### src/pwt_chan.sv
// Notes on behaviour
// Four channels in two groups, own interrupts.
// Each group shares one 8-bit prescaler.
// Five clock rates: 1, 1/2, 1/4, 1/8, 1/16.
// 16-bit down counter and comparator per channel.
// Output level changes when count equals compare.
// Dead-zone logic clocked by group PWM clock.
// Dead-zone enable replaces both group outputs.
// 8-bit gap delays each rising output edge.
// Reload and compare are double-buffered.
// Counter reaching zero raises channel request.
// Toggle mode reloads and continues at zero.
// One-shot mode stops with one request.
// Zero reload halts counter at zero.
// Clearing enable stops the counter at once.
// Counter value readable per channel.
// New compare takes effect next period.
// Whole block runs from one clock.
// Software programs setup in fixed order.
// Software stops by zero reload, then disables.
// Prescaler divides by setting plus one, zero stops.
// Select codes 000..100 give 2,4,8,16,1.
// Period is reload plus one PWM cycles.
// Duty is compare plus one PWM cycles.
// Requests pend until cleared; enabled ones interrupt.
// Inverter drives complement of channel waveform.
package pwt_pkg;
   // ****************************************************
   // Sizes and register map
   // ****************************************************
   localparam int NCH   = 4;
   localparam int NGRP  = 2;
   localparam int CW    = 16;
   localparam int AW    = 8;
   localparam int DW    = 32;
   localparam int PRE_W = 8;
   localparam int DIV_W = 4;
   localparam logic [AW-1:0] OFS_PRESCALE = 8'h00;
   localparam logic [AW-1:0] OFS_CLKSEL   = 8'h04;
   localparam logic [AW-1:0] OFS_CTRL     = 8'h08;
   localparam logic [AW-1:0] OFS_CH_BASE  = 8'h0c;
   localparam logic [AW-1:0] OFS_CH_STEP  = 8'h0c;
   localparam logic [AW-1:0] SUB_RELOAD   = 8'h00;
   localparam logic [AW-1:0] SUB_COMPARE  = 8'h04;
   localparam logic [AW-1:0] SUB_READBACK = 8'h08;
   localparam logic [AW-1:0] OFS_IRQ_EN   = 8'h3c;
   localparam logic [AW-1:0] OFS_PENDING  = 8'h40;
   // Writable bits; the rest read as zero
   localparam logic [DW-1:0] CTRL_WMASK   = 32'h000d_dd3d;
   localparam logic [DW-1:0] CLKSEL_WMASK = 32'h0000_7777;
   // ****************************************************
   // Field positions
   // ****************************************************
   localparam int CTRL_INV    = 2;
   localparam int CTRL_TOG    = 3;
   localparam int CTRL_DZ_POS = 4;
   localparam int CLKSEL_STEP = 4;
   localparam int CLKSEL_W    = 3;
   localparam int GAP_POS     = 16;
   localparam logic [CLKSEL_W-1:0] SEL_DIV2  = 3'h0;
   localparam logic [CLKSEL_W-1:0] SEL_DIV4  = 3'h1;
   localparam logic [CLKSEL_W-1:0] SEL_DIV8  = 3'h2;
   localparam logic [CLKSEL_W-1:0] SEL_DIV16 = 3'h3;
   localparam logic [CLKSEL_W-1:0] SEL_DIV1  = 3'h4;
   typedef enum logic [1:0] {
      CH_IDLE = 2'b01,
      CH_RUN  = 2'b10
   } pwt_chst_t;
   // Enable bit of a channel's control field
   function automatic int ctrl_base(input int c);
      return (c == 0) ? 0 : 4 + 4 * c;
   endfunction : ctrl_base
   // Byte address of a per-channel register
   function automatic logic [AW-1:0] ch_addr(input int c,
                                             input logic [AW-1:0] sub);
      return OFS_CH_BASE + AW'(c) * OFS_CH_STEP + sub;
   endfunction : ch_addr
   // Divider mask: {valid, low divider bits that must be ones}
   function automatic logic [DIV_W:0] sel_mask(
      input logic [CLKSEL_W-1:0] sel);
      logic [DIV_W:0] m;
      m = '0;
      unique case (sel)
         SEL_DIV2:  m = 5'h11;
         SEL_DIV4:  m = 5'h13;
         SEL_DIV8:  m = 5'h17;
         SEL_DIV16: m = 5'h1f;
         SEL_DIV1:  m = 5'h10;
         default:   m = '0;
      endcase
      return m;
   endfunction : sel_mask
endpackage : pwt_pkg

`timescale 1ns/1ns
module pwt_chan (
   input  wire logic                   i_clk,
   input  wire logic                   i_reset_n,
   input  wire logic                   i_tick,
   input  wire logic                   i_enable,
   input  wire logic                   i_toggle,
   input  wire logic [pwt_pkg::CW-1:0] i_reload,
   input  wire logic [pwt_pkg::CW-1:0] i_compare,
   output logic      [pwt_pkg::CW-1:0] o_count,
   output logic                        o_pwm,
   output logic                        o_zero
);
   import pwt_pkg::*;
   typedef struct packed {
      pwt_chst_t     st;
      logic          en_q;
      logic [CW-1:0] count;
      logic [CW-1:0] cmp_act;
      logic          pwm;
      logic          zero;
   } pwt_chan_st_t;
   pwt_chan_st_t q;
   pwt_chan_st_t n;

   // Counter sequencing; buffers copy in only at period start
   always_comb
   begin
      n      = q;
      n.zero = 1'b0;
      n.en_q = i_enable;
      unique case (q.st)
         CH_IDLE:
         begin
            // load on enable edge
            if (i_enable && !q.en_q && i_reload != '0)
            begin
               n.st      = CH_RUN;
               n.count   = i_reload;
               n.cmp_act = i_compare;
            end
         end
         CH_RUN:
         begin
            // stop immediately
            if (!i_enable)
               n.st = CH_IDLE;
            else if (i_tick)
            begin
               // count down per tick
               // reload down to zero
               if (q.count != '0)
                  n.count = q.count - 1'b1;
               else
               begin
                  // zero request
                  n.zero = 1'b1;
                  // toggle reload
                  // compare for next period
                  if (i_toggle && i_reload != '0)
                  begin
                     n.count   = i_reload;
                     n.cmp_act = i_compare;
                  end
                  // one-shot stop
                  // zero reload halts
                  else
                     n.st = CH_IDLE;
               end
            end
         end
      endcase
      // high from compare match down to zero
      // duty is compare plus one ticks
      n.pwm = (n.st == CH_RUN) && (n.count <= n.cmp_act);
   end

   // State register
   always_ff @(posedge i_clk or negedge i_reset_n)
   begin
      if (!i_reset_n)
      begin
         q    <= '0;
         q.st <= CH_IDLE;
      end
      else
         q <= n;
   end

   assign o_count = q.count;
   assign o_pwm   = q.pwm;
   assign o_zero  = q.zero;
endmodule : pwt_chan

### src/pwt_top.sv
// The plain strobed port and the placing of the registers were chosen for this implementation.
`timescale 1ns/1ns
module pwt_top (
   input  wire logic                    i_clk,
   input  wire logic                    i_reset_n,
   input  wire logic [pwt_pkg::AW-1:0]  i_addr,
   input  wire logic [pwt_pkg::DW-1:0]  i_wdata,
   input  wire logic                    i_wr,
   input  wire logic                    i_rd,
   output logic      [pwt_pkg::DW-1:0]  o_rdata,
   output logic                         o_irq,
   output logic      [pwt_pkg::NCH-1:0] o_pwm
);
   import pwt_pkg::*;

   // ****************************************************
   // State
   // ****************************************************
   typedef struct packed {
      logic [DW-1:0]                  ppr;
      logic [DW-1:0]                  csr;
      logic [DW-1:0]                  pcr;
      logic [NCH-1:0][CW-1:0]         reload;
      logic [NCH-1:0][CW-1:0]         compare;
      logic [NCH-1:0]                 ier;
      logic [NCH-1:0]                 pend;
      logic [NGRP-1:0][PRE_W-1:0]     pre_cnt;
      logic [NGRP-1:0][DIV_W-1:0]     div_cnt;
      logic [NGRP-1:0][PRE_W-1:0]     gap_cnt;
      logic [NGRP-1:0]                dz_lvl;
      logic [NCH-1:0]                 pwm;
      logic                           irq;
      logic [DW-1:0]                  rdata;
   } pwt_top_st_t;
   pwt_top_st_t q;
   pwt_top_st_t n;

   logic [NGRP-1:0]         pre_tick;
   logic [NCH-1:0]          ch_tick;
   logic [NCH-1:0][DIV_W:0] ch_mask;
   logic [NCH-1:0][CW-1:0]  ch_count;
   logic [NCH-1:0]          ch_pwm;
   logic [NCH-1:0]          ch_zero;
   logic [NCH-1:0]          ch_level;
   logic [NCH-1:0]          clr;
   logic [NGRP-1:0]         dz_src;
   logic [NCH-1:0]          dz_pin;

   // ****************************************************
   // Clock generation
   // ****************************************************

   // Prescaler ticks; a zero setting gives no tick at all
   always_comb
   begin
      for (int g = 0; g < NGRP; g++)
      begin
         // one prescaler per group
         // divide by setting plus one
         pre_tick[g] = (q.ppr[g*PRE_W +: PRE_W] != '0)
            && (q.pre_cnt[g] == q.ppr[g*PRE_W +: PRE_W]);
      end
   end

   // Channel PWM clock, a single-cycle enable pulse
   always_comb
   begin
      for (int c = 0; c < NCH; c++)
      begin
         // five rates from the divider
         // select code decode
         ch_mask[c] = sel_mask(q.csr[c*CLKSEL_STEP +: CLKSEL_W]);
         ch_tick[c] = pre_tick[c/2] && ch_mask[c][DIV_W]
            && ((q.div_cnt[c/2] & ch_mask[c][DIV_W-1:0])
                == ch_mask[c][DIV_W-1:0]);
      end
   end

   // ****************************************************
   // Channels
   // ****************************************************

   // four channels, two per group
   // all on the one clock
   for (genvar c = 0; c < NCH; c++)
   begin : g_ch
      localparam int EN = ctrl_base(c);
      pwt_chan u_chan (
         .i_clk     (i_clk),
         .i_reset_n (i_reset_n),
         .i_tick    (ch_tick[c]),
         .i_enable  (q.pcr[EN]),
         .i_toggle  (q.pcr[EN + CTRL_TOG]),
         .i_reload  (q.reload[c]),
         .i_compare (q.compare[c]),
         .o_count   (ch_count[c]),
         .o_pwm     (ch_pwm[c]),
         .o_zero    (ch_zero[c])
      );
   end

   // Channel levels after the optional inverter
   always_comb
   begin
      for (int c = 0; c < NCH; c++)
      begin
         // complement when inverter on
         ch_level[c] = ch_pwm[c] ^ q.pcr[ctrl_base(c) + CTRL_INV];
      end
   end

   // ****************************************************
   // Dead zone
   // ****************************************************

   // The first channel of each group feeds the generator;
   // each pin waits out the gap before going high
   always_comb
   begin
      for (int g = 0; g < NGRP; g++)
      begin
         dz_src[g]       = ch_level[2*g];
         // gap before each rising edge
         dz_pin[2*g]     = q.dz_lvl[g] && (q.gap_cnt[g] == '0);
         dz_pin[2*g + 1] = !q.dz_lvl[g] && (q.gap_cnt[g] == '0);
      end
   end

   // Write-one-to-clear mask for pending requests
   always_comb
   begin
      clr = '0;
      if (i_wr && i_addr == OFS_PENDING)
         clr = i_wdata[NCH-1:0];
   end

   // ****************************************************
   // Next state
   // ****************************************************
   always_comb
   begin
      n       = q;
      n.rdata = '0;

      // Register writes; buffers may change at any time
      if (i_wr)
      begin
         if (i_addr == OFS_PRESCALE)
            n.ppr = i_wdata;
         if (i_addr == OFS_CLKSEL)
            n.csr = i_wdata & CLKSEL_WMASK;
         if (i_addr == OFS_CTRL)
            n.pcr = i_wdata & CTRL_WMASK;
         if (i_addr == OFS_IRQ_EN)
            n.ier = i_wdata[NCH-1:0];
         for (int c = 0; c < NCH; c++)
         begin
            // writes land in buffers only
            if (i_addr == ch_addr(c, SUB_RELOAD))
               n.reload[c] = i_wdata[CW-1:0];
            if (i_addr == ch_addr(c, SUB_COMPARE))
               n.compare[c] = i_wdata[CW-1:0];
         end
      end

      // set wins over clear
      n.pend = (q.pend & ~clr) | ch_zero;
      n.irq  = |(n.pend & n.ier);

      // Prescaler and divider counters
      for (int g = 0; g < NGRP; g++)
      begin
         // restart count at the tick
         if (pre_tick[g] || q.ppr[g*PRE_W +: PRE_W] == '0)
            n.pre_cnt[g] = '0;
         else
            n.pre_cnt[g] = q.pre_cnt[g] + 1'b1;
         if (pre_tick[g])
            n.div_cnt[g] = q.div_cnt[g] + 1'b1;
      end

      // Dead-zone sequencing, stepped only by the PWM clock
      for (int g = 0; g < NGRP; g++)
      begin
         // group PWM clock drives it
         if (ch_tick[2*g])
         begin
            if (dz_src[g] != q.dz_lvl[g])
            begin
               n.dz_lvl[g]  = dz_src[g];
               n.gap_cnt[g] = q.ppr[GAP_POS + g*PRE_W +: PRE_W];
            end
            else if (q.gap_cnt[g] != '0)
               n.gap_cnt[g] = q.gap_cnt[g] - 1'b1;
         end
      end

      // Output pins
      for (int g = 0; g < NGRP; g++)
      begin
         // dead zone replaces both pins
         if (q.pcr[CTRL_DZ_POS + g])
         begin
            n.pwm[2*g]     = dz_pin[2*g];
            n.pwm[2*g + 1] = dz_pin[2*g + 1];
         end
         else
         begin
            n.pwm[2*g]     = ch_level[2*g];
            n.pwm[2*g + 1] = ch_level[2*g + 1];
         end
      end

      // Reads answer in the following cycle; unmapped read zero
      if (i_rd)
      begin
         if (i_addr == OFS_PRESCALE)
            n.rdata = q.ppr;
         if (i_addr == OFS_CLKSEL)
            n.rdata = q.csr;
         if (i_addr == OFS_CTRL)
            n.rdata = q.pcr;
         if (i_addr == OFS_IRQ_EN)
            n.rdata[NCH-1:0] = q.ier;
         if (i_addr == OFS_PENDING)
            n.rdata[NCH-1:0] = q.pend;
         for (int c = 0; c < NCH; c++)
         begin
            if (i_addr == ch_addr(c, SUB_RELOAD))
               n.rdata[CW-1:0] = q.reload[c];
            if (i_addr == ch_addr(c, SUB_COMPARE))
               n.rdata[CW-1:0] = q.compare[c];
            // live counter readback
            if (i_addr == ch_addr(c, SUB_READBACK))
               n.rdata[CW-1:0] = ch_count[c];
         end
      end
   end

   // ****************************************************
   // State register
   // ****************************************************
   always_ff @(posedge i_clk or negedge i_reset_n)
   begin
      if (!i_reset_n)
         q <= '0;
      else
         q <= n;
   end

   // All outputs leave straight from flops
   assign o_rdata = q.rdata;
   assign o_irq   = q.irq;
   assign o_pwm   = q.pwm;
endmodule : pwt_top

### config.mk
export PLATFORM = sky130hd
export DESIGN_NAME = pwt_top
export DESIGN_NICKNAME = d
export VERILOG_FILES = /design/src/pwt_chan.sv /design/src/pwt_top.sv
export SDC_FILE = /design/constraint.sdc
export NUM_CORES = 1
export LEC_CHECK = 0
export ABC_AREA = 1
export ABC_CLOCK_PERIOD_IN_PS = 2900
export BUFFER_PORTS_ARGS = -buffer_cell sky130_fd_sc_hd__buf_4
export CORE_UTILIZATION = 55
export DETAILED_ROUTE_END_ITERATION = 16
export GPL_TIMING_DRIVEN = 0
export HOLD_SLACK_MARGIN = 0.15
export PLACE_DENSITY = 0.8
export SYNTH_ARGS = -nofsm -noshare
export SYNTH_HDL_FRONTEND = slang
export SYNTH_SLANG_ARGS = --single-unit
### constraint.sdc
create_clock -name i_clk -period 2.9 [get_ports i_clk]
set_input_delay 0.29 -clock i_clk [delete_from_list [all_inputs] [get_ports i_clk]]
set_output_delay 0.29 -clock i_clk [all_outputs]
set_load 0.03 [all_outputs]
# Word-level counts from Yosys, hierarchy flattened
# Cells that the tools add are included.
# op_classes
bitwise_logic,12
n_reduce_logical,78
div,0
magnitude_cmp,4
multipliers,0
n_mux,101
add_sub_neg,10
shift,0
n_eq_ne,52
# ops
cell,count
32-bit 2-to-1 mux,20
16-bit 2-to-1 mux,20
32-bit one-hot mux with 2 select lines,4
16-bit nonzero test,8
5-bit one-hot mux with 5 select lines,4
8-bit by 6-bit equality test with 1-bit output (second input constant),8
16-bit <= comparator,4
16-bit by 1-bit subtractor with 16-bit output (second input constant),4
8-bit 2-to-1 mux,6
2-bit 2-to-1 mux,22
8-bit zero test,5
8-bit by 5-bit equality test with 1-bit output (second input constant),4
8-bit nonzero test,4
1-bit logical AND,31
2-bit AND reduction,15
4-bit AND,6
3-bit by 2-bit equality test with 1-bit output (second input constant),8
4-bit 2-to-1 mux,5
8-bit by 1-bit adder with 8-bit output (second input constant),2
2-bit equality test (second input constant),8
4-bit equality test,4
8-bit by 4-bit equality test with 1-bit output (second input constant),2
8-bit equality test,2
1-bit 2-to-1 mux,16
17 further kinds,45
# word_totals
word_cells,305
regBits,421
n_memories,0
input_bits,44
mem_bits_rw,0
output_inout_bits,37
rom_bits,0
latchBits,0

# Logic depth before layout (Yosys ltp)
# Gate-level depths: netlist (run 1).
# logic_depth
ltp_word,19
mapped_depth,27
mapped_depth_nobuf,27

# Cells and area by module
# Synthesis (run 1) repeated with hierarchy kept, for this count alone.
# hier_totals
hier_cells,3706
hier_area_um2,26595.5
# by_module_without_submodules
mod,instances,cells_each,area_each_um2,seq_area_each_um2
pwt_top,1,1635,13316.5,6831.6
pwt_chan (g_ch[0].u_chan ...),2,511,3298.2,927.1
pwt_chan (g_ch[3].u_chan),1,528,3344.5,927.1
pwt_chan (g_ch[2].u_chan),1,521,3338.2,927.1

# Worst setup path before layout (run 1)
# Ideal clock, no wire load.
# synth_timing
kind,reg2reg
from,reg g_ch[2].u_chan.q (netlist bit g_ch[2].u_chan.o_count[0])
to,reg g_ch[2].u_chan.q (netlist bit g_ch[2].u_chan.o_pwm)
setup_time_ns,0.094
synth_period_minus_slack_ns,3.107
required_time_ns,2.806
path_stages_with_launch,21
path_buffers,1
arrival_ns,3.013
setup_slack_ns,-0.207
path_cell_list,dfrtp_1 -> inv_1 -> ha_1 -> nand3_1 -> nor2_2 -> nand2_1 -> inv_2 -> nand3_1 -> nor2_4 -> nand2_4 -> buf_6 -> o211ai_1 -> o21ai_0 -> ha_1 -> a21oi_1 -> nor2_1 -> a211oi_1 -> o221ai_1 -> nand2_1 -> nand3_1 -> a211oi_1
# synth_lines
element,line,source
start: declaration,pwt_chan.sv:117,pwt_chan_st_t q;
start signal: assignment,pwt_chan.sv:181,q <= n;

==> results.py, run 1 <==
metrics = {
    "synthesis": {
        "ys_warn_count": 0,
        "netlist_top_cells_area": "dfrtp_1, nand2_1, o21ai_0",
        "ys_dominant_reg_cell": "dfrtp_1",
        "syn_inst": 3396,
        "yosysUniqueCellTypes": 63,
        "yosys-top-cells-count": "nand2_1, o21ai_0, inv_1",
        "synth_seq_cells": 421,
        "netlist_area_um2": 25000,
        "synth_edf_count": 0,
        "syn_area_per_cell_um2": 7.36,
        "syn-num-nets": 3514,
        "synth.most_common_cell": "nand2_1",
        "async_flop_share_pct": 100,
        "yosysTopAreaCellShare_pct": 41.7,
        "yosysTopAreaCell": "dfrtp_1",
        "ys_seq_area_share_pct": 42.2,
    },
    "clock_network": {
        "clock_sinks": 421,
        "cts_tree": "yes",
        "cts_buffers": 47,
        "clockRootBuffer": "clkbuf_16",
        "clk_pin_slew_ns": 0.07,
        "clock_latency_ns": 0.61,
        "h-tree-depth": 2,
        "clock_path_buffers": 3,
    },
    "floorplanning": {
        "core_um2": 44500,
        "die_area_um2": 46300,
        "die_h_um": 215,
        "start_util_pct": 56.2,
        "boundaryPins": 81,
        "die_w_um": 215,
        "fp-row-count": 77,
    },
    "timing": {
        "max_freq_mhz": 286,
        "fin_crit_sh_pct": 120,
        "final-max-slew-violation-count": 0,
        "rsz0062_at_grt": "yes",
        "setup_tns_ns": -2.68,
        "tightest_slew_ns": 1.09,
        "finalCriticalPeriod_ns": 3.49,
        "finalHoldViolations": 0,
        "setup_viol": 5,
        "slew_headroom_pct": 27.1,
        "finClkSkew_ns": 0.0286,
        "final.setup.worst_slack_ns": -0.594,
    },
    "grt": {
        "grt_overflow": 0,
        "grt.total_usage_pct": 38.8,
        "grt_pass1_wl_um": 139000,
        "first_global_vias": 24000,
        "grt_max_degree": 125,
        "antenna_found_initial": 2,
    },
    "place": {
        "pre_cts_ws_ns": -0.971,
        "hpwlAfterDp_um": 63500,
        "routabilityCongestion": 1.02,
        "dp.cells": 4071,
        "portBuffers": 80,
    },
    "power": {
        "leakagePower_nw": 14.7,
        "swShare_pct": 41.2,
        "power_mw": 26.0,
        "combPwrFrac_pct": 42.8,
        "internal_power_mw": 15.3,
        "irDropWorstVdd_v": 0.000542,
        "p_seq_share_pct": 31.5,
        "clkPwrFrac_pct": 25.7,
        "p_switching_mw": 10.7,
        "power.density_nw_per_um2": 848,
    },
    "routing": {
        "viasPerCell": 6.03,
        "drtIter0Drc": 3127,
        "drt_pass1_iterations": 12,
        "wl_met1_um": 35200,
        "wl_met3_um": 11000,
        "route.met2.wl_um": 40400,
        "num_vias": 26000,
        "drc": 0,
        "wire_per_inst_um": 21.4,
        "maxUsedRoutingLayer": "met5",
        "ant_nets": 0,
        "wl_um": 92300,
    },
    "layout": {
        "utilization_pct": 68.9,
        "n_fill_cell": 3589,
        "drive_gt1_share_pct": 17.1,
        "nets": 3801,
        "register_area_um2": 10500,
        "area.growth.synth_to_final_pct": 22.7,
        "multi_input_area_um2": 13000,
        "stdcell_count": 4313,
    },
    "worst_setup_path": {
        "worstPathRequired_ns": 3.38,
        "worstReg2RegStart": "q[152]",
        "cp-startpoint": "q[152]",
        "path_class": "register to register",
        "cp.arrival_ns": 3.98,
        "worstSetupEndpointType": "register",
        "path_max_fanout": 8,
        "cp-start-kind": "register",
    },
    "outcome": {
        "violations": "setup timing",
        "status": "complete, but fails checks",
    },
    "flow_run": {
        "max-cap-violations": 0,
    },
    "min_path": {
        "hp-class": "input pin to async pin",
    },
}
cells by family (layout without fill, tap and decap cells):
group | count (synthesis) | after routing | synth area share [%]
AOI/OAI and AO/OA | 864 | 864 | 18.6
xor gates and xnor gates | 34 | 34 | 1.19
adders and majority gates | 74 | 74 | 3.70
buffers and inverters | 610 | 934 | 10.1
DFF | 421 | 421 | 42.2
muxes | 11 | 11 | 0.485
other | 0 | 1 | 0
and+or+nand+nor | 1382 | 1382 | 23.8
final timing paths:
check	slack, ns	endpoint	cells after the start
setup / recovery	-0.59	g_ch[0].u_chan.o_pwm	18
hold / removal	0.28	g_ch[0].u_chan.q[36]	2
setup reg to reg	-0.59	g_ch[0].u_chan.o_pwm	18
hold reg to reg	0.39	g_ch[2].u_chan.q[34]	0
max in group asynchronous	1.06	q[52]	4
min in group i_clk	0.34	q[206]	3
routing by layer:
metal | track usage, % | vias up
li1 | - | 11800
met1 | 51.7 | 12200
met2 | 58.7 | 1677
met3 | 9.41 | 399
met4 | 20.3 | 2
met5 | 0 | -
final cells by class:
cell class	instances	area share, %
tap	592	2.41
sequential	421	34.4
timing repair buffer	238	6.55
clock buffer	62	4.41
antenna	1	0.00816
buffer	177	3.20
inverter	433	5.36
multi-input combinational	2365	42.5
clock inverter	24	1.16
cell usage in the layout, fill, tap and decap left out, drive strengths merged, types with 2 or more instances in the layout:
| cell | count |
|---|---|
| o2111ai | 4 |
| o32ai | 2 |
| mux2 | 9 |
| clkinvlp | 4 |
| o31ai | 3 |
| bufinv | 8 |
| nand3 | 135 |
| o211ai | 65 |
| clkbuf | 172 |
| o21a | 3 |
| mux2i | 2 |
| a21oi | 241 |
| dlygate4sd3 | 30 |
| xor2 | 24 |
| nand2 | 890 |
| a22oi | 2 |
| nor2 | 191 |
| nand3b | 7 |
| dfrtp | 417 |
| o221ai | 3 |
| nand4 | 61 |
| xnor2 | 10 |
| ha | 74 |
| a32oi | 2 |
| o21bai | 2 |
| nor3b | 6 |
| inv | 432 |
| o22ai | 25 |
| or2 | 28 |
| clkinv | 13 |
| nor4 | 21 |
| o21ai | 497 |
| and3 | 3 |
| a211oi | 5 |
| dfstp | 4 |
| nor3 | 40 |
| a31oi | 5 |
| buf | 274 |
critical path: stages (launching register included):
cell,delay (ns)
dfrtp_1,0.49
nor4_1,0.38
nand4_1,0.23
nand2_1,0.31
nor2_4,0.09
nand2_4,0.10
buf_8,0.16
buf_4,0.14
nand2_1,0.05
o211ai_1,0.22
nand2_2,0.15
ha_4,0.31
nand2_4,0.05
nor2_4,0.10
nand2_1,0.06
o211ai_1,0.11
nand2_1,0.09
a32oi_2,0.23
nor3_2,0.08
per-stage QoR:
step	hold slack [ns]	instance area, um2
6_report	0.280	30700
2_1_floorplan	-0.00559	25100
3_5_place_dp	0.370	26500
3_3_place_gp	0.359	26400
4_1_cts	0.281	29500
5_1_grt	0.339	30700
repair_timing:
| item | in CTS | in global routing |
|---|---|---|
| resized for setup | 124 | 179 |
| setup endpoints to repair | 4 | 5 |
| setup buffers | 63 | 59 |
| pin swaps | 57 | 95 |
| endpoints found under the hold margin | 144 | 0 |
| hold buffers | 30 | 0 |
| gates cloned | 2 | 1 |
power by group through the flow:
| stage | combinational, mW | clock (mW) | sequential (mW) |
|---|---|---|---|
| after floorplan | 6.37 | 0 | 7.79 |
| after CTS | 9.37 | 6.69 | 8.09 |
| final | 11.1 | 6.68 | 8.19 |
| after global routing | 12.4 | 6.94 | 8.28 |
| after detailed placement | 8.52 | 0 | 8.18 |
| after global placement | 8.34 | 0 | 8.17 |
sequential cells by signal (all words and copies together) (netlist names):
| name | count |
|---|---|
| o_pwm | 4 |
| g_ch.u_chan.o_zero | 4 |
| g_ch.u_chan.o_pwm | 4 |
| o_rdata | 32 |
| q | 236 |
| g_ch.u_chan.q | 76 |
| g_ch.u_chan.o_count | 64 |
| o_irq | 1 |
Power figures use the tool's default switching activity.
==> run 2: changes to the inputs <==
--- a/config.mk
+++ b/config.mk
@@ -9,6 +9,7 @@
 export ABC_CLOCK_PERIOD_IN_PS = 2900
 export BUFFER_PORTS_ARGS = -buffer_cell sky130_fd_sc_hd__buf_4
 export CORE_UTILIZATION = 55
+export CTS_BUF_LIST = sky130_fd_sc_hd__clkbuf_8
 export DETAILED_ROUTE_END_ITERATION = 16
 export GPL_TIMING_DRIVEN = 0
 export HOLD_SLACK_MARGIN = 0.15
==> results.py, run 2 (synthesis gave the netlist of run 1 again) <==
metrics = {
    "layout": {
        "area.growth.synth_to_final_pct": 19.6,
        "drive_gt1_share_pct": 16.0,
        "nets": 3809,
        "utilization_pct": 67.2,
        "largest_register": "q",
        "n_fill_cell": 3749,
        "largest_register_ffs": 236,
        "final_common_cell": "nand2_1",
        "final_cell_mix": "nand2_1, o21ai_0, inv_1",
    },
    "timing": {
        "finClkSkew_ns": 0.0385,
        "finalHoldViolations": 0,
        "final-max-slew-violation-count": 0,
        "finalCriticalPeriod_ns": 3.62,
        "tightest_slew_ns": 1.11,
        "fin_crit_sh_pct": 125,
        "rsz0062_at_grt": "yes",
        "final.setup.worst_slack_ns": -0.720,
        "slew_headroom_pct": 26.0,
        "max_freq_mhz": 276,
        "setup_viol": 4,
    },
    "min_path": {
        "hp-class": "input pin to register",
    },
    "place": {
        "portBuffers": 80,
        "routabilityCongestion": 1.02,
        "hpwlAfterDp_um": 63500,
        "pre_cts_ws_ns": -0.971,
    },
    "flow_run": {
        "max-cap-violations": 0,
    },
    "grt": {
        "antenna_found_initial": 3,
        "first_global_vias": 24100,
        "grt_overflow": 0,
        "grt_pass1_wl_um": 138000,
        "grt_max_degree": 125,
        "grt.total_usage_pct": 38.8,
    },
    "floorplanning": {
        "fp-row-count": 77,
        "die_area_um2": 46300,
        "die_h_um": 215,
        "core_um2": 44500,
        "start_util_pct": 56.2,
        "die_w_um": 215,
        "boundaryPins": 81,
    },
    "clock_network": {
        "clock_sinks": 421,
        "h-tree-depth": 3,
        "clk_pin_slew_ns": 0.06,
        "clock_path_buffers": 3,
        "cts_tree": "yes",
        "clockRootBuffer": "clkbuf_8",
        "cts_buffers": 76,
        "clock_latency_ns": 0.68,
    },
    "outcome": {
        "violations": "setup timing",
        "status": "complete, but fails checks",
    },
    "routing": {
        "wl_um": 91000,
        "viasPerCell": 5.95,
        "drc": 0,
        "drt_pass1_iterations": 7,
        "wire_per_inst_um": 21.0,
        "ant_nets": 0,
        "num_vias": 25800,
        "drtIter0Drc": 3278,
    },
    "worst_setup_path": {
        "worstSetupEndpointType": "register",
        "cp.arrival_ns": 4.14,
        "cp-start-kind": "register",
        "path_max_fanout": 8,
        "path_class": "register to register",
        "worstPathRequired_ns": 3.42,
    },
    "power": {
        "leakagePower_nw": 14.5,
        "power.density_nw_per_um2": 815,
        "irDropWorstVdd_v": 0.000715,
    },
}
-- run 2: cell types whose count changed in the layout (fill, tap and decap cells not counted), sizes merged --
cell,change
buf,-19
bufinv,-7
clkbuf,+32
clkinv,-5
clkinvlp,-3
inv,+18
-- run 2: final timing paths --
path                            depth (start not counted)         from  slack, ns                   end
worst max-delay path                                   18       q[152]      -0.72  g_ch[0].u_chan.o_pwm
worst min-delay path                                    3  i_wdata[11]       0.24                q[130]
worst max register to register                         18       q[152]      -0.72  g_ch[0].u_chan.o_pwm
worst min register to register                          0       q[227]       0.38  g_ch[2].u_chan.q[34]
max in group asynchronous                               4    i_reset_n       1.07                q[279]
min in group asynchronous                               2    i_reset_n       0.27  g_ch[0].u_chan.q[36]
-- run 2: area by class of cell --
type	instances	area [um2]	area share, %
clock buffer	96	1320	4.42
timing repair buffer	217	1820	6.09
tap	592	741	2.48
buffer	177	941	3.15
inverter	433	1650	5.50
sequential	421	10500	35.3
antenna	1	2.50	0.00837
clock inverter	27	144	0.481
multi-input combinational	2365	12700	42.6
-- run 2: layer usage --
layer  global-route usage (%)  up-vias  wire [um]
met2                     58.4     1632      39400
met4                     21.0        2       5570
met1                     51.7    12000      35400
met5                        0        -         15
met3                     9.31      375      10600
li1                         -    11800          -
-- run 2: stage by stage --
stage | TNS, ns | cells | total power [mW] | hold slack, ns | instance area (um2)
after floorplan | -0.187 | 3396 | 14.2 | -0.00559 | 25100
after global placement | -1140.74 | 4068 | 16.5 | 0.359 | 26400
after detailed placement | -4.01 | 4071 | 16.7 | 0.370 | 26500
after CTS | -2.36 | 4287 | 23.0 | 0.211 | 29100
after global routing | -2.91 | 4328 | 26.0 | 0.262 | 29900
final | -2.47 | 4329 | 24.4 | 0.245 | 29900
-- run 2: timing repair --
| action | in CTS | in global routing |
|---|---|---|
| gates cloned | 2 | 0 |
| buffers inserted | 61 | 48 |
| resized for setup | 108 | 133 |
| setup endpoints to repair | 4 | 5 |
| hold endpoints to repair | 146 | 0 |
| hold buffers | 30 | 0 |
| pin swaps | 47 | 77 |
-- run 2: where the power goes --
group          switching [mW]  internal (mW)
registers                1.10           7.07
clock network            2.62           3.03
logic                    6.66           3.89
total                    10.4           14.0
-- run 2: worst max-delay path, cell delays in order (launching register included) --
cell      delay (ns)
dfrtp_1         0.49
nor4_1          0.42
nand4_1         0.26
nand2_1         0.32
nor2_4          0.09
nand2_4         0.10
buf_8           0.15
buf_4           0.14
nand2_1         0.05
o211ai_1        0.22
nand2_2         0.15
ha_4            0.31
nand2_4         0.06
nor2_4          0.12
nand2_1         0.06
o211ai_1        0.11
nand2_1         0.09
a32oi_2         0.24
nor3_2          0.08
